==> config.mk <==
export PLATFORM = sky130hd
export DESIGN_NAME = hcc_regs
export DESIGN_NICKNAME = d
export VERILOG_FILES = /design/src/design/hcc_pkg.sv /design/src/design/hcc_clk_nco.sv /design/src/design/hcc_regs.sv /design/src/design/hcc_sync2.sv
export VERILOG_INCLUDE_DIRS = /design/src /design/src/design
export SDC_FILE = /design/constraint.sdc
export NUM_CORES = 1
export LEC_CHECK = 0
export BUFFER_PORTS_ARGS = -buffer_cell sky130_fd_sc_hd__buf_2
export CAP_MARGIN = 20
export CORE_MARGIN = 5
export CORE_UTILIZATION = 50
export DETAILED_ROUTE_END_ITERATION = 16
export GPL_ROUTABILITY_DRIVEN = 0
export PLACE_DENSITY = 0.71
export SLEW_MARGIN = 30
export SYNTH_ARGS = -nofsm -noshare
export SYNTH_HDL_FRONTEND = slang
export SYNTH_SLANG_ARGS = --single-unit
==> constraint.sdc <==
create_clock -name clk -period 4 [get_ports clk]
set_input_delay 0.2 -clock clk [delete_from_list [all_inputs] [get_ports clk]]
set_output_delay 0.2 -clock clk [all_outputs]
set_load 0.1 [all_outputs]
==> src/design/hcc_defines.svh <==
`ifndef HCC_DEFINES_SVH
`define HCC_DEFINES_SVH

// register offsets
`define HCC_ADDR_LINE_CLOCK_PIN   16'hD08A
`define HCC_ADDR_LCLK1   16'hD08B
`define HCC_ADDR_LCLK2   16'hD08C
`define HCC_ADDR_CMD0    16'hD0CA
`define HCC_ADDR_CMD1    16'hD0CC
`define HCC_ADDR_CMD2    16'hD0CE
`define HCC_ADDR_CMD3    16'hD0D0
`define HCC_ADDR_ASYNC   16'hD0D2

// reset values
`define HCC_RST16        16'h0000
`define HCC_RST8         8'h00
`define HCC_RST5         5'h00
`define HCC_RST2         2'h0
`define HCC_RST20        20'h00000
`define HCC_RST4         4'h0
`define HCC_RST3         3'h0

// command register fields
`define HCC_FILL_MSB     4
`define HCC_FILL_LSB     0
`define HCC_GO_BIT       5
`define HCC_EOM_BIT      6

// line clock register fields
`define HCC_LCK_EN_BIT   2
`define HCC_RATE_MSB     1
`define HCC_RATE_LSB     0

// async port layout
`define HCC_PORT_W       8
`define HCC_RTS_BASE     4
`define HCC_MODE_ASYNC   2'h2

// clock generation
`define HCC_CLK_HZ       64'd10000000
`define HCC_NCO_W        24
`define HCC_NCO_SPAN     64'd16777216
`define HCC_RATE0_HZ     64'd2048000
`define HCC_RATE1_HZ     64'd4096000
`define HCC_RATE2_HZ     64'd8192000
`define HCC_RATE3_HZ     64'd16384000
`define HCC_NCO_INC(f)   ((f) * `HCC_NCO_SPAN / `HCC_CLK_HZ)

`endif

==> src/design/hcc_pkg.sv <==
package hcc_pkg;

   typedef enum logic [1:0] {
      HCC_OP_HDLC  = 2'h0,
      HCC_OP_EXT   = 2'h1,
      HCC_OP_ASYNC = 2'h2,
      HCC_OP_RSVD  = 2'h3
   } hcc_op_mode_type;

   typedef enum logic [1:0] {
      HCC_RATE_2M048  = 2'h0,
      HCC_RATE_4M096  = 2'h1,
      HCC_RATE_8M192  = 2'h2,
      HCC_RATE_16M384 = 2'h3
   } hcc_rate_type;

endpackage : hcc_pkg

==> src/design/hcc_clk_nco.sv <==
`timescale 1ns/100ps
`include "hcc_defines.svh"
module hcc_clk_nco (
   // clock and reset
   input  wire logic                 clk,
   input  wire logic                 rst_n,
   // control
   input  wire logic                 drive_en,
   input  wire hcc_pkg::hcc_rate_type rate,
   // generated clock
   output logic                      clk_out
);

   logic [`HCC_NCO_W-1:0] acc_q;
   logic [`HCC_NCO_W-1:0] inc;

   always_comb begin
      case (rate)
         hcc_pkg::HCC_RATE_2M048:
            inc = `HCC_NCO_W'(`HCC_NCO_INC(`HCC_RATE0_HZ));
         hcc_pkg::HCC_RATE_4M096:
            inc = `HCC_NCO_W'(`HCC_NCO_INC(`HCC_RATE1_HZ));
         hcc_pkg::HCC_RATE_8M192:
            inc = `HCC_NCO_W'(`HCC_NCO_INC(`HCC_RATE2_HZ));
         default:
            inc = `HCC_NCO_W'(`HCC_NCO_INC(`HCC_RATE3_HZ));
      endcase
   end

   // phase accumulator, cleared to zero while the pin is an input
   always_ff @(posedge clk or negedge rst_n) begin
      if (!rst_n) begin
         acc_q   <= '0;
         clk_out <= 1'b0;
      end else if (!drive_en) begin
         acc_q   <= '0;
         clk_out <= 1'b0;
      end else begin
         acc_q   <= acc_q + inc;
         clk_out <= acc_q[`HCC_NCO_W-1];
      end
   end

endmodule : hcc_clk_nco

==> src/design/hcc_regs.sv <==
// Function
// - go bit written one starts channel transmission; zero starts nothing
// - end-of-message bit set closes frame in this buffer; clear continues
// - four write-only command registers, reset zero, bits 15:7 unused
// - async port write drives tx data bits 0-3, rts bits 4-7
// - async port read returns live rx data bits 0-3, cts bits 4-7
// - async port bits act only while their channel is in async mode
// - channels 1-3 port bits need their pin-sharing select set
// - line clock bit 2 zero makes pin input, one drives clock
// - rate field 1:0 picks 2.048, 4.096, 8.192 or 16.384 MHz; off the 10 MHz clock codes 2 and 3 alias to about 1.808 and 3.616 MHz
// - rate field only matters while the line clock is driven
// - line clock register bits 15:3 read as zero
`timescale 1ns/100ps
`include "hcc_defines.svh"
module hcc_regs (
   // clock and reset
   input  wire logic        clk,
   input  wire logic        rst_n,
   // register port
   input  wire logic [15:0] reg_addr,
   input  wire logic [15:0] reg_wdata,
   input  wire logic        reg_wr,
   input  wire logic        reg_rd,
   output logic      [15:0] reg_rdata,
   // channel configuration from mode and pin-sharing registers
   input  wire logic [7:0]  channel_op_mode,
   input  wire logic [2:0]  pin_share_select,
   // transmit command outputs to the framer
   output logic      [19:0] tx_fill_count,
   output logic      [3:0]  tx_go,
   output logic      [3:0]  tx_end_of_msg,
   // async line pins
   input  wire logic [3:0]  line_rx_data_pin,
   input  wire logic [3:0]  line_clear_to_send,
   output logic      [3:0]  line_tx_data_pin,
   output logic      [3:0]  line_request_to_send,
   // line clock pins
   input  wire logic [2:0]  line_clock_pin_i,
   output logic      [2:0]  line_clock_pin_o,
   output logic      [2:0]  line_clock_drive_en,
   output logic      [2:0]  line_clock_rise
);

   // register state
   logic [2:0]  lck_en_q;
   logic [1:0]  lck_rate_q [3];
   logic [`HCC_PORT_W-1:0] port_q;

   // synchronised pins and generated line clocks
   logic [`HCC_PORT_W-1:0] pin_in_s;
   logic [2:0]  lck_in_s;
   logic [2:0]  lck_in_prev_q;
   logic [2:0]  nco_out;

   // decode
   logic [3:0]  cmd_hit;
   logic [2:0]  lck_hit;
   logic        port_hit;
   logic [3:0]  chan_open;
   logic [`HCC_PORT_W-1:0] bit_open;
   logic [15:0] rdata_d;

   // input synchronisers
   hcc_sync2 #(
      .W (`HCC_PORT_W)
   ) u_pin_sync (
      .clk      (clk),
      .rst_n    (rst_n),
      .async_in ({line_clear_to_send, line_rx_data_pin}),
      .sync_out (pin_in_s)
   );

   hcc_sync2 #(
      .W (3)
   ) u_lck_sync (
      .clk      (clk),
      .rst_n    (rst_n),
      .async_in (line_clock_pin_i),
      .sync_out (lck_in_s)
   );

   // address decode
   always_comb begin
      cmd_hit  = 4'h0;
      lck_hit  = 3'h0;
      port_hit = 1'b0;
      if (reg_addr == `HCC_ADDR_CMD0) begin
         cmd_hit[0] = 1'b1;
      end else if (reg_addr == `HCC_ADDR_CMD1) begin
         cmd_hit[1] = 1'b1;
      end else if (reg_addr == `HCC_ADDR_CMD2) begin
         cmd_hit[2] = 1'b1;
      end else if (reg_addr == `HCC_ADDR_CMD3) begin
         cmd_hit[3] = 1'b1;
      end else if (reg_addr == `HCC_ADDR_LINE_CLOCK_PIN) begin
         lck_hit[0] = 1'b1;
      end else if (reg_addr == `HCC_ADDR_LCLK1) begin
         lck_hit[1] = 1'b1;
      end else if (reg_addr == `HCC_ADDR_LCLK2) begin
         lck_hit[2] = 1'b1;
      end else if (reg_addr == `HCC_ADDR_ASYNC) begin
         port_hit = 1'b1;
      end
   end

   // which channels may touch the async port
   always_comb begin
      for (int c = 0; c < 4; c++) begin
         chan_open[c] = (channel_op_mode[2*c +: 2] == `HCC_MODE_ASYNC);
      end
      chan_open[3:1] = chan_open[3:1] & pin_share_select;
      bit_open = {chan_open, chan_open};
   end

   // transmit command registers, one per channel
   always_ff @(posedge clk or negedge rst_n) begin
      if (!rst_n) begin
         tx_fill_count <= `HCC_RST20;
         tx_end_of_msg <= `HCC_RST4;
      end else begin
         for (int c = 0; c < 4; c++) begin
            if (reg_wr && cmd_hit[c]) begin
               tx_fill_count[5*c +: 5] <=
                  reg_wdata[`HCC_FILL_MSB:`HCC_FILL_LSB];
               tx_end_of_msg[c] <= reg_wdata[`HCC_EOM_BIT];
            end
         end
      end
   end

   // start pulse, one cycle after the write
   always_ff @(posedge clk or negedge rst_n) begin
      if (!rst_n) begin
         tx_go <= `HCC_RST4;
      end else begin
         for (int c = 0; c < 4; c++) begin
            tx_go[c] <= reg_wr && cmd_hit[c] && reg_wdata[`HCC_GO_BIT];
         end
      end
   end

   // line clock control registers
   always_ff @(posedge clk or negedge rst_n) begin
      if (!rst_n) begin
         lck_en_q <= `HCC_RST3;
         for (int k = 0; k < 3; k++) begin
            lck_rate_q[k] <= `HCC_RST2;
         end
      end else begin
         for (int k = 0; k < 3; k++) begin
            if (reg_wr && lck_hit[k]) begin
               lck_en_q[k]   <= reg_wdata[`HCC_LCK_EN_BIT];
               lck_rate_q[k] <=
                  reg_wdata[`HCC_RATE_MSB:`HCC_RATE_LSB];
            end
         end
      end
   end

   // async port output latch, per-bit gated
   always_ff @(posedge clk or negedge rst_n) begin
      if (!rst_n) begin
         port_q <= `HCC_RST8;
      end else if (reg_wr && port_hit) begin
         port_q <= (reg_wdata[`HCC_PORT_W-1:0] & bit_open)
                 | (port_q & ~bit_open);
      end
   end

   // pins driven from the port latch
   always_ff @(posedge clk or negedge rst_n) begin
      if (!rst_n) begin
         line_tx_data_pin     <= `HCC_RST4;
         line_request_to_send <= `HCC_RST4;
      end else begin
         line_tx_data_pin     <= port_q[`HCC_RTS_BASE-1:0];
         line_request_to_send <= port_q[`HCC_PORT_W-1:`HCC_RTS_BASE];
      end
   end

   // generated line clocks
   for (genvar k = 0; k < 3; k++) begin : g_lck
      hcc_clk_nco u_nco (
         .clk      (clk),
         .rst_n    (rst_n),
         .drive_en (lck_en_q[k]),
         .rate     (hcc_pkg::hcc_rate_type'(lck_rate_q[k])),
         .clk_out  (nco_out[k])
      );
   end

   // pin drive and enable
   always_ff @(posedge clk or negedge rst_n) begin
      if (!rst_n) begin
         line_clock_pin_o    <= `HCC_RST3;
         line_clock_drive_en <= `HCC_RST3;
      end else begin
         line_clock_pin_o    <= nco_out & lck_en_q;
         line_clock_drive_en <= lck_en_q;
      end
   end

   // rising edges of an external line clock, only while it is an input
   always_ff @(posedge clk or negedge rst_n) begin
      if (!rst_n) begin
         lck_in_prev_q   <= `HCC_RST3;
         line_clock_rise <= `HCC_RST3;
      end else begin
         lck_in_prev_q   <= lck_in_s;
         line_clock_rise <= lck_in_s & ~lck_in_prev_q & ~lck_en_q;
      end
   end

   // read mux
   always_comb begin
      rdata_d = `HCC_RST16;
      if (port_hit) begin
         rdata_d[`HCC_PORT_W-1:0] = pin_in_s & bit_open;
      end else if (lck_hit[0]) begin
         rdata_d[`HCC_LCK_EN_BIT] = lck_en_q[0];
         rdata_d[`HCC_RATE_MSB:`HCC_RATE_LSB] = lck_rate_q[0];
      end else if (lck_hit[1]) begin
         rdata_d[`HCC_LCK_EN_BIT] = lck_en_q[1];
         rdata_d[`HCC_RATE_MSB:`HCC_RATE_LSB] = lck_rate_q[1];
      end else if (lck_hit[2]) begin
         rdata_d[`HCC_LCK_EN_BIT] = lck_en_q[2];
         rdata_d[`HCC_RATE_MSB:`HCC_RATE_LSB] = lck_rate_q[2];
      end
   end

   // read data stand for one cycle only
   always_ff @(posedge clk or negedge rst_n) begin
      if (!rst_n) begin
         reg_rdata <= `HCC_RST16;
      end else if (reg_rd) begin
         reg_rdata <= rdata_d;
      end else begin
         reg_rdata <= `HCC_RST16;
      end
   end

endmodule : hcc_regs

==> src/design/hcc_sync2.sv <==
`timescale 1ns/100ps
module hcc_sync2 #(
   parameter int W = 1
) (
   // clock and reset
   input  wire logic         clk,
   input  wire logic         rst_n,
   // levels
   input  wire logic [W-1:0] async_in,
   output logic      [W-1:0] sync_out
);

   logic [W-1:0] meta_q;

   always_ff @(posedge clk or negedge rst_n) begin
      if (!rst_n) begin
         meta_q   <= '0;
         sync_out <= '0;
      end else begin
         meta_q   <= async_in;
         sync_out <= meta_q;
      end
   end

endmodule : hcc_sync2

# Yosys cells after proc, flatten, opt, wreduce, memory -nomap -nowiden
# Cells that the tools add are included.
dict set report totals {
  reg_bits 178
  inputBits 58
  output_inout_bits 61
  wordCells 119
}
dict set report op_classes {
  add_sub_neg 3
  eq_ne 18
  mux 39
  n_bitwise 11
  n_reduce_logical 15
}
# operator n
set ops {}
lappend ops {{$pmux 24 s3} 3}
lappend ops {{$eq 16x16->1 const B} 8}
lappend ops {{$add 24x24->24} 3}
lappend ops {{$mux 24} 3}
lappend ops {{$mux 3} 9}
lappend ops {{$and 8x8->8} 3}
lappend ops {{$mux 1} 20}
lappend ops {{$eq 2x2->1 const B} 7}
lappend ops {{$and 3x3->3} 4}
lappend ops {{$logic_and 1x1->1} 12}
lappend ops {{$mux 8} 1}
lappend ops {{$not 8->8} 1}
lappend ops {{$or 8x8->8} 1}
lappend ops {{$eq 2x1->1 const B} 3}
lappend ops {{$logic_not 2->1} 3}
lappend ops {{$not 3->3} 2}
lappend ops {{$mux 5} 1}
lappend ops {{$mux 2} 2}

# Longest topological paths before layout
# Gate-level depths: netlist (run 1).
dict set report depth {
  word_depth 13
  mapped_depth 13
  mapped_depth_nobuf 13
}

# Hierarchy
# Synthesis (run 1) repeated with hierarchy kept, for this count alone.
dict set report hier_totals {
  hier_cells 957
  area_unflattened_um2 9899.5
}
# module n_inst cells_each area_each_um2 seq_area_each_um2
set modules_own_cells {}
lappend modules_own_cells {{hcc_clk_nco at g_lck[0].u_nco ...} 2 244 2138.3 625.6}
lappend modules_own_cells {hcc_regs 1 214 2992.9 1826.8}
lappend modules_own_cells {{hcc_clk_nco at g_lck[2].u_nco} 1 233 2079.5 625.6}
lappend modules_own_cells {{hcc_sync2 at u_pin_sync} 1 16 400.4 400.4}
lappend modules_own_cells {{hcc_sync2 at u_lck_sync} 1 6 150.1 150.1}

# Worst setup path after synthesis (run 1)
# No wires, ideal clock.
dict set report synth_timing {
  path_kind {register to register}
  from {register lck_rate_q[3] (netlist name)}
  to {register g_lck[1].u_nco.acc_q[16]}
  t_arrival_ns 2.904
  setup_slack_ns 1.026
  stages_incl_launch_ff 13
  path_buffers 0
  period_less_slack_ns 2.974
  cell_sequence {dfrtp_1 ha_1 inv_1 ha_1 fa_1 a21o_1 a21oi_1 nor2_1 o41ai_1 o21ba_2 o31ai_1 a2111o_1 nand4_1}
}
dict set report synth_via {
  elab_chain_cells 4
}
# element line
set synth_rtl {}
lappend synth_rtl {{start, declared} hcc_regs.sv:46} ;# logic [1:0] lck_rate_q [3];
lappend synth_rtl {{start signal, assigned by index} hcc_regs.sv:147} ;# lck_rate_q[k] <= `HCC_RST2;
lappend synth_rtl {{start signal, assigned by index} hcc_regs.sv:153} ;# lck_rate_q[k] <=
lappend synth_rtl {{$eq 2x2->1, or another cell as far along} hcc_clk_nco.sv:18} ;# case (rate)
lappend synth_rtl {{$pmux 24 s3 (*)} hcc_clk_nco.sv:18}
lappend synth_rtl {{$add 24x24->24 (*)} hcc_clk_nco.sv:39} ;# acc_q <= acc_q + inc;
lappend synth_rtl {{$mux 24 (*)} hcc_clk_nco.sv:35} ;# end else if (!drive_en) begin
lappend synth_rtl {{end signal, assigned} hcc_clk_nco.sv:39}
lappend synth_rtl {{end, declared} hcc_clk_nco.sv:14} ;# logic [`HCC_NCO_W-1:0] acc_q;
# Every way passes the cells marked *; elsewhere a longest branch is shown, timed or not.
# A chain may end at the register's enable or synchronous reset.

# Worst setup path in the final report (run 1)
# Ends and elaborated chain as after synthesis.

==> results of run 1 <==
## flip-flops by register name, indices dropped and copies added (netlist names), named ones only
name,count
tx_fill_count,20
g_lck.u_nco.clk_out,3
u_pin_sync.sync_out,8
line_clock_rise,3
lck_rate_q,6
g_lck.u_nco.acc_q,72
line_clock_drive_en,3
reg_rdata,8
u_pin_sync.meta_q,8
lck_en_q,3
lck_in_prev_q,3
u_lck_sync.sync_out,3
line_clock_pin_o,3
line_tx_data_pin,4
line_request_to_send,4
u_lck_sync.meta_q,3
tx_end_of_msg,4
tx_go,4
## how the worst min path moves through the flow
stage                          startpoint                        endpoint  slack [ps]  depth (start not counted)
floorplan                           rst_n                       async pin        -100                          0
global placement      line_clock_pin_i[2]  u_lck_sync.meta_q[2]$_DFF_PN0_         310                          1
detailed placement  line_clear_to_send[2]  u_pin_sync.meta_q[6]$_DFF_PN0_         310                          1
CTS                                reg_rd          reg_rdata[1]$_DFF_PN0_           7                          2
global route                       reg_rd          reg_rdata[2]$_DFF_PN0_          20                          2
finish                             reg_rd          reg_rdata[1]$_DFF_PN0_          20                          2
## stage by stage
stage	instances	area (sq um)	hold WS [ps]	worst slack, ps	power [mW]
after floorplan	892	9280	-95.6	1030	4.84
after global placement	1204	10000	309	628	5.33
after detailed placement	1204	10000	310	493	5.39
after CTS	1249	10800	6.65	457	7.20
after global routing	1250	10800	20.6	166	7.74
final	1250	10800	19.5	482	7.17
## power by group through the flow
stage	clock, mW	sequential, mW	combinational [mW]
2_1_floorplan	0	2.37	2.47
3_3_place_gp	0	2.28	3.04
3_5_place_dp	0	2.29	3.11
4_1_cts	1.79	2.26	3.15
5_1_grt	1.87	2.29	3.58
6_report	1.76	2.25	3.15
## synth_stat cells (4+ instances only)
library cell / count / area (sq um)
mux2_4: 8 / 120
nand2_2: 4 / 25.0
or2_2: 4 / 25.0
a31oi_1: 11 / 68.8
nor2_1: 84 / 315
buf_4: 8 / 60.1
o21bai_1: 16 / 120
o21ai_0: 28 / 140
nand3_1: 19 / 95.1
nand2b_1: 7 / 43.8
clkbuf_1: 12 / 45.0
mux2i_1: 8 / 80.1
nor2_2: 4 / 25.0
dfrtp_1: 170 / 4250
inv_1: 38 / 143
a211oi_1: 7 / 52.6
o211ai_1: 4 / 30.0
ha_1: 84 / 1050
xor2_1: 22 / 193
a21o_1: 33 / 248
nor3_1: 17 / 85.1
nand4_1: 11 / 68.8
o31ai_1: 5 / 37.5
a21oi_1: 54 / 270
and2_1: 20 / 125
nand2_1: 69 / 259
nor3b_1: 5 / 37.5
o21a_1: 7 / 52.6
nor2b_1: 10 / 62.6
mux2_2: 24 / 270
xnor2_1: 27 / 236
and3_1: 12 / 75.1
## what timing repair did
item                                   4_1_cts  5_1_grt
setup buffers                                0        0
hold buffers                                13        0
gates resized for setup                      0        0
endpoints found under the hold margin      105        0
## metal layers
layer | GRT usage, % | share of wire (%) | wire (um) | vias to the layer above
li1 | - | - | - | 3362
met1 | 26.7 | 46 | 9090 | 3306
met2 | 31.1 | 47 | 9270 | 172
met3 | 5.18 | 5.8 | 1150 | 31
met4 | 5.55 | 1.7 | 336 | 0
met5 | 0 | 0 | 0 | -
## worst max-delay path: stages, from the launching register on
cell and delay, ps:
dfrtp_1 480, ha_1 350, inv_1 120, ha_1 240, fa_1 470, a21o_1 170
a21oi_1 280, nor2_1 70, o41ai_1 380, o21ba_2 240, o31ai_1 140, a2111o_1 430
nand4_1 70
## cells by family (layout without fill, tap and decap cells)
group,after synthesis,count (layout)
multiplexers,40,40
AO/OA/AOI/OAI,192,192
adder cells (fa/ha/maj),87,87
flip-flops,170,170
XOR/XNOR,49,49
AND/OR/NAND/NOR,288,288
other,1,9
buffers and inverters,58,186
## final cells by class
cell class,instances,area [sq um],area share (%)
Antenna cell,1,2.50,0.0232
Clock buffer,17,425,3.95
Clock inverter,15,214,1.99
Inverter,38,143,1.32
Multi-Input combinational cell,664,4780,44.4
Sequential cell,170,4250,39.5
Tap cell,229,287,2.66
Timing Repair Buffer,116,669,6.21
==> impl_metrics.ini, run 1 <==
[power_and_ir_drop]
leakage_nw = 5.39
p_clk_share_pct = 24.5
ir_drop_mv = 0.343
p_sw_share_pct = 39.3
internal_power_mw = 4.35
p_sw_mw = 2.82
power_density_nw_per_um2 = 665
sequentialPowerShare_pct = 31.5
power_frac_comb_pct = 44.0

[detailed_routing]
vias_per_cell = 5.50
routed_wl_mm = 19.8
ant_nets = 0
firstDrtPassIters = 5
num_vias = 6871
drt_iter0_drc = 378
avgRoutedWirePerCell_um = 15.9
drc = 0

[floorplan]
core-area_sq_um = 18100
ios = 119
start_util_pct = 51.2
die_x_um = 146
dieArea_sq_um = 21300
die_height_um = 146
rows = 49

[critical_path]
ff2ff_setup_slack_ps = 480
path_class = reg -> reg
r2r-start = lck_rate_q[3]$_DFFE_PN0P_
cp-start-kind = flip-flop
critical_path.endpoint_type = flip-flop
cp_max_fo = 6
cp-startpoint = lck_rate_q[3]$_DFFE_PN0P_
setup.worst_path.end = g_lck[1].u_nco.acc_q[16]$_DFF_PN0_
rr_worst_depth = 12
regToRegEndpoint = g_lck[1].u_nco.acc_q[16]$_DFF_PN0_
crit_required_ps = 4380
cp.arrival_ps = 3900

[cts]
insertion_delay_ps = 440
cts_buffer_depth = 2
cts.sinks = 170
cts_buffers = 17
cts_tree = done
cts-root-buf = clkbuf_16
htree_levels = 4
path_clk_slew_ps = 80

[finish]
final_common_cell = dfrtp_1
syn_to_final_growth_pct = 16.4
finalNetCount = 1152
fillers = 1510
drive_above_1_share_pct = 18.7
final_util_pct = 59.6
final_cell_mix = 170 x dfrtp_1, 101 x buf_2, 84 x nor2_1, 84 x ha_1, 69 x nand2_1

[outcome]
status = complete, no violations

[logic_synthesis]
synth-compound-area-share_pct = 13.7
synth_xor_area_share_pct = 4.64
synth-edff-count = 0
synthCells = 885
yosys_warnings = 0
synth_simple_gate_area_share_pct = 15.9
avgSynthCellArea_sq_um = 10.5
netlist_area_sq_um = 9260
synth.distinct_cells = 68
synth_top_family_by_area = simple AND/OR/NAND/NOR gates
synth_seq_cells = 170
synth_flop_cell = dfrtp_1
synthMuxAreaShare_pct = 5.08
ys_async_sr_fraction_pct = 100
seq_area_frac_synth_pct = 46.0
synthAdderAreaFrac_pct = 12.0

[sta]
worst_pin_slew_ps = 777
setup_tns_ps = 0
setup_violations = 0
slew_violations = 0
hold_viol = 0
fmax_ghz = 0.284
slew_headroom_pct = 48.2
post-route-period-util_pct = 87.9
period_minus_slack_ps = 3520
skew_ps = 9.71
rsz0062_at_grt = no

[placed_design]
portBuffers = 102
dp.final_hpwl_mm = 14.0

[grt]
antenna_found_initial = 1
grt_pass1_vias = 6961
grt_pass1_wl_mm = 34.5
grt_start_max_net_pins = 95
grt_util_all_layers_pct = 19.6
grt_overflow = 0

[hold_path]
hold_path_class = in -> reg

[run]
max-cap-violations = 0
No activity file was read; power rests on OpenSTA's default activity.
==> run 2: changes to the inputs <==
Settings changed: ABC_AREA set to 1, PLACE_DENSITY 0.71 to 0.7.
==> run 2 against run 1 <==
Clock skew increased by 1.7 ps. Maximum frequency grew 33%. Non-clock buffer count increased by 5. Count of clock-buffer cells in the layout unchanged.
==> impl_metrics.ini, run 2 <==
[grt]
use_met3_pct = 4.84
grt_util_met1_pct = 28.5
grt-busiest-layer = met2
grt_overflow = 0
grt_pass1_wl_mm = 44.8
grt_util_all_layers_pct = 22.2
grt_start_max_net_pins = 101
use_met2_pct = 37.7
antenna_found_initial = 2
grt_pass1_vias = 9480

[logic_synthesis]
synthTopCellsByCount = 579 x nand2_1, 287 x inv_1, 175 x nor2_1
synth_top_area_share_pct = 38.6
netlist_area_sq_um = 11000
yosysMostFrequentCell = nand2_1
yosys_warnings = 0
synth_seq_cells = 170
ys_async_sr_fraction_pct = 100
yosysTopAreaCell = dfrtp_1
synth_flop_cell = dfrtp_1
ys_top_cells_by_area = dfrtp_1 39%, nand2_1 20%, inv_1 9.8%, ha_1 9.5%, nor2_1 6.0%
synth.distinct_cells = 36
seq_area_frac_synth_pct = 38.6
synthCells = 1610
avgSynthCellArea_sq_um = 6.85
synth-edff-count = 0

[critical_path]
path_class = reg -> reg
cp.arrival_ps = 2970
rr_worst_depth = 13
setup.worst_path.end = g_lck[0].u_nco.acc_q[23]$_DFF_PN0_
critical_path.endpoint_type = flip-flop
cpPeakStageDelay_ps = 450
cp-startpoint = lck_rate_q[5]$_DFFE_PN0P_
r2r-start = lck_rate_q[5]$_DFFE_PN0P_
ff2ff_setup_slack_ps = 1360
cp-start-kind = flip-flop
cp_slowest_cell = dfrtp_1
cp_max_fo = 6
regToRegEndpoint = g_lck[0].u_nco.acc_q[23]$_DFF_PN0_
crit_required_ps = 4330
cpMostUsedCell = nand2_1
path_cells = inv_1 > ha_1 > inv_1 > ha_1 > nand2_1 > nor2_1 > nand2_1 > nor2_1 > nand2_1 > nand3_1 > nand2_1 > nand2_1 > nor2_1

[sta]
period_minus_slack_ps = 2640
hold_viol = 0
setup_ws_ps = 1360
post-route-period-util_pct = 66.1
setup_tns_ps = 0
slew_violations = 0
setup_violations = 0
rsz0062_at_grt = no
worst_pin_slew_ps = 941
slew_headroom_pct = 37.2
skew_ps = 11.4
fmax_ghz = 0.378

[cts]
cts_resized = 0
cts.sinks = 170
cts_tree = done
path_clk_slew_ps = 80
cts_buffer_depth = 2
cts-root-buf = clkbuf_16
insertion_delay_ps = 440
cts_setup_buffers = 0
cts_buffers = 17
htree_levels = 4
hold_buffers = 18

[placed_design]
portBuffers = 102
dpl_cell_area_sq_um = 11800
detailedPlace.worstSlack_ps = 1350
dp.final_hpwl_mm = 20.5

[finish]
regMostFlops = g_lck.u_nco.acc_q
fillers = 2104
largest_register_ffs = 72
final_cell_mix = 579 x nand2_1, 287 x inv_1, 175 x nor2_1
drive_above_1_share_pct = 9.55
syn_to_final_growth_pct = 14.6
antenna_cells = 0
final_area_sq_um = 12600
top_regs = g_lck.u_nco.acc_q: 72 flops, tx_fill_count: 20 flops
final_common_cell = nand2_1
finalNetCount = 1880

[floorplan]
dieArea_sq_um = 25100
ios = 119
die_x_um = 159
core-area_sq_um = 21800
die_height_um = 159
start_util_pct = 50.7
rows = 54

[detailed_routing]
num_vias = 9862
drc = 0
firstDrtPassIters = 5
routed_wl_mm = 27.0
avgRoutedWirePerCell_um = 13.3
vias_per_cell = 4.86
ant_nets = 0
drt_iter0_drc = 522

[power_and_ir_drop]
p_total_mw = 3.65
power_density_nw_per_um2 = 288
leakage_nw = 7.48
ir_drop_mv = 0.359

[run]
max-cap-violations = 0

[hold_path]
hold_path_class = in -> reg

[outcome]
status = complete, no violations
[run 2: changes by cell type after synthesis, moves of 24 or more]
cell     change
inv_1      +249
xnor2_1     -27
mux2_2      -24
a21o_1      -33
nor2_1      +91
nand3_1     +59
nand2_1    +510
[run 2: worst min path at each step]
stage | startpoint | endpoint | slack (ps) | depth (start not counted)
6_report | reg_wdata[1] | flip-flop | 8 | 3
5_1_grt | reg_wdata[5] | flip-flop | 3 | 3
4_1_cts | reg_wdata[5] | flip-flop | 0.8 | 3
3_5_place_dp | line_clear_to_send[2] | u_pin_sync.meta_q[6]$_DFF_PN0_ | 310 | 1
3_3_place_gp | line_rx_data_pin[3] | u_pin_sync.meta_q[3]$_DFF_PN0_ | 310 | 1
2_1_floorplan | rst_n | async pin | -100 | 0
[run 2: cell type report]
cell class	instances	area (sq um)	area share (%)
clock buffers	17	425	3.36
multi-input cells	1134	5590	44.2
well taps	280	350	2.77
flip-flops and latches	170	4260	33.7
repair buffers	121	719	5.69
inverters	291	1090	8.64
clock inverters	15	211	1.67
[run 2: logic make-up (layout without fill, tap and decap cells)]
family / after synthesis / count (layout) / synth area share (%)
simple gates: 889 / 889 / 33.0
flops: 170 / 170 / 38.6
fa+ha+maj: 87 / 87 / 10.1
buf+inv: 313 / 444 / 11.0
other cells: 1 / 8 / 0.0340
xor+xnor: 6 / 6 / 0.476
compound gates: 144 / 144 / 6.85
[run 2: metrics by stage]
step	utilization [%]	hold WS, ps	cells
finish	58.1	7.62	2028
global route	58.1	3.10	2028
CTS	58.1	0.841	2028
detailed placement	54.3	310	1978
global placement	54.3	308	1978
floorplan	-	-95.6	1617
[run 2: report_power, final]
group | internal [mW] | switching (mW) | total (mW) | leakage, nW
Clock | 0.869 | 0.879 | 1.75 | 0.304
Combinational | 0.0414 | 0.122 | 0.163 | 4.87
Sequential | 1.73 | 0.00416 | 1.74 | 2.31
Total | 2.64 | 1.01 | 3.65 | 7.48
[run 2: critical path: cells and delay by family, from the launching register on]
kind	cells	cell delay (ps)
AND/OR/NAND/NOR	9	1030
adder cells (fa/ha/maj)	2	720
flip-flops	1	450
buffers and inverters	2	320
[run 2: per-layer routing]
metal  vias to the layer above  wire [um]
met5                         -         25
met4                         4        627
met3                        51       1210
met2                       185      12900
met1                      4457      12200
li1                       5165          -
==> run 3: changes to the inputs <==
Settings changed: PLACE_DENSITY 0.7 to 0.72.
Clock period 4 ns to 2.4 ns, I/O delays scaled along.
==> run 3 against run 2 <==
Count of clock-buffer cells in the layout unchanged. Global-route usage up 0.42 points. Critical path depth down 1. Critical endpoint is now g_lck[1].u_nco.acc_q[22]$_DFF_PN0_. Sequential cell count unchanged. Wire length up 4.3%. Largest power group unchanged. Utilization up 3.8 points. Cell count up 2.8%.
==> impl_metrics.ini, run 3 (synthesis results as in run 2) <==
[outcome]
status = complete, no violations

[finish]
multi_input_area_sq_um = 5970
regArea_sq_um = 4260
final_cell_mix = 565 x nand2_1, 275 x inv_1, 169 x dfrtp_1
final_common_cell = nand2_1
top_regs = g_lck.u_nco.acc_q: 72 flops, tx_fill_count: 20 flops
syn_to_final_growth_pct = 22.0
regMostFlops = g_lck.u_nco.acc_q
antenna_cells = 0
final_area_sq_um = 13500
fillers = 1952
drive_above_1_share_pct = 17.0
finalNetCount = 1936
largest_register_ffs = 72

[hold_path]
hold_path_startpoint = reg_addr[0]
min_path_cells = 3
min_to = lck_rate_q[3]$_DFFE_PN0P_
hold_path_class = in -> reg

[power_and_ir_drop]
ir_drop_mv = 0.475
leakage_nw = 7.78
power_density_nw_per_um2 = 456
p_total_mw = 6.13

[sta]
fin_hold_ws_ps = 37.5
fmax_ghz = 0.439
period_minus_slack_ps = 2280
setup_violations = 0
slew_headroom_pct = 57.2
worst_pin_slew_ps = 643
setup_tns_ps = 0
setup_ws_ps = 125
skew_ps = 16.1
hold_viol = 0
post-route-period-util_pct = 94.8
slew_violations = 0

[floorplan]
die_x_um = 159
die_height_um = 159
rows = 54
core-area_sq_um = 21800
start_util_pct = 50.7
ios = 119
dieArea_sq_um = 25100

[placed_design]
dp.final_hpwl_mm = 21.4
detailedPlace.worstSlack_ps = -53.2
portBuffers = 102
dpl_cell_area_sq_um = 12200

[cts]
cts_tree = done
path_clk_slew_ps = 80
insertion_delay_ps = 440
cts.sinks = 170
cts_buffer_depth = 2
cts-root-buf = clkbuf_16
cts_buffers = 17
htree_levels = 4

[critical_path]
cp_max_fo = 4
ff2ff_setup_slack_ps = 120
cp-startpoint = lck_rate_q[3]$_DFFE_PN0P_
r2r-start = lck_rate_q[3]$_DFFE_PN0P_
rr_worst_depth = 12
cp-start-kind = flip-flop
critical_path.endpoint_type = flip-flop
cp.arrival_ps = 2610
crit_required_ps = 2740
regToRegEndpoint = g_lck[1].u_nco.acc_q[22]$_DFF_PN0_
path_class = reg -> reg

[detailed_routing]
num_vias = 10300
firstDrtPassIters = 6
avgRoutedWirePerCell_um = 13.5
ant_nets = 0
drc = 0
routed_wl_mm = 28.1
vias_per_cell = 4.92
drt_iter0_drc = 567

[grt]
grt_util_all_layers_pct = 22.6
grt_pass1_vias = 9739
grt_start_max_net_pins = 61
antenna_found_initial = 2
grt_overflow = 0
grt_pass1_wl_mm = 45.9

[run]
max-cap-violations = 0
-- run 3: cell count changes in the layout (fill, tap and decap cells not counted), moves of 13 or more --
| cell | delta |
|---|---|
| nand2_1 | -14 |
| nand2_2 | +14 |
| ha_2 | +13 |
| nor2_1 | -20 |
| ha_1 | -30 |
| ha_4 | +17 |
| nor2_2 | +19 |
| buf_4 | +52 |
-- run 3: stage by stage --
stage	utilization (%)	std cells
6_report	61.9	2084
5_1_grt	61.9	2084
4_1_cts	60.0	2078
3_5_place_dp	55.9	2024
3_3_place_gp	55.9	2024
2_1_floorplan	-	1617
-- run 3: worst max-delay path by stage --
stage,to,cells after the start
finish,g_lck[1].u_nco.acc_q[22]$_DFF_PN0_,12
global route,g_lck[2].u_nco.acc_q[18]$_DFF_PN0_,13
CTS,g_lck[2].u_nco.acc_q[19]$_DFF_PN0_,14
detailed placement,g_lck[0].u_nco.acc_q[23]$_DFF_PN0_,13
global placement,g_lck[0].u_nco.acc_q[23]$_DFF_PN0_,13
floorplan,g_lck[2].u_nco.acc_q[10]$_DFF_PN0_,12
-- run 3: repair_timing --
item                       4_1_cts  5_1_grt
buffers inserted                 0        6
gates resized for setup          3       93
hold buffers                    22        0
hold endpoints to repair        83        0
pin swaps                        0       12
setup endpoints to repair        8       53
-- run 3: layer usage --
metal	GRT usage, %	part of all wire, %	wire, um
met1	30.7	45	12700
met2	37.0	48	13400
met3	4.10	4.9	1390
met4	6.62	2.2	609
met5	0	0.096	27
-- run 3: power breakdown --
group | leakage [nW] | switching, mW | internal [mW]
combinational | 5.16 | 0.207 | 0.0767
clock | 0.308 | 1.49 | 1.47
sequential | 2.31 | 0.00651 | 2.89
total | 7.78 | 1.70 | 4.43
-- run 3: layout make-up --
class / count / area share [%]
clock buffers: 17 / 3.16
multi-input cells: 1134 / 44.4
well taps: 280 / 2.60
flip-flops and latches: 170 / 31.6
repair buffers: 177 / 8.52
clock inverters: 15 / 1.59
inverters: 291 / 8.14
-- run 3: critical path, stage by stage, from the launching register on --
cell     delay [ps]
dfrtp_1         370
inv_1            90
ha_2            210
inv_2           130
nand2_1          90
ha_1            350
or2_2           330
nand3_1         110
nand2_2         110
nand2_1          80
nand3_1         120
nor2_1          120
nor2_1           50
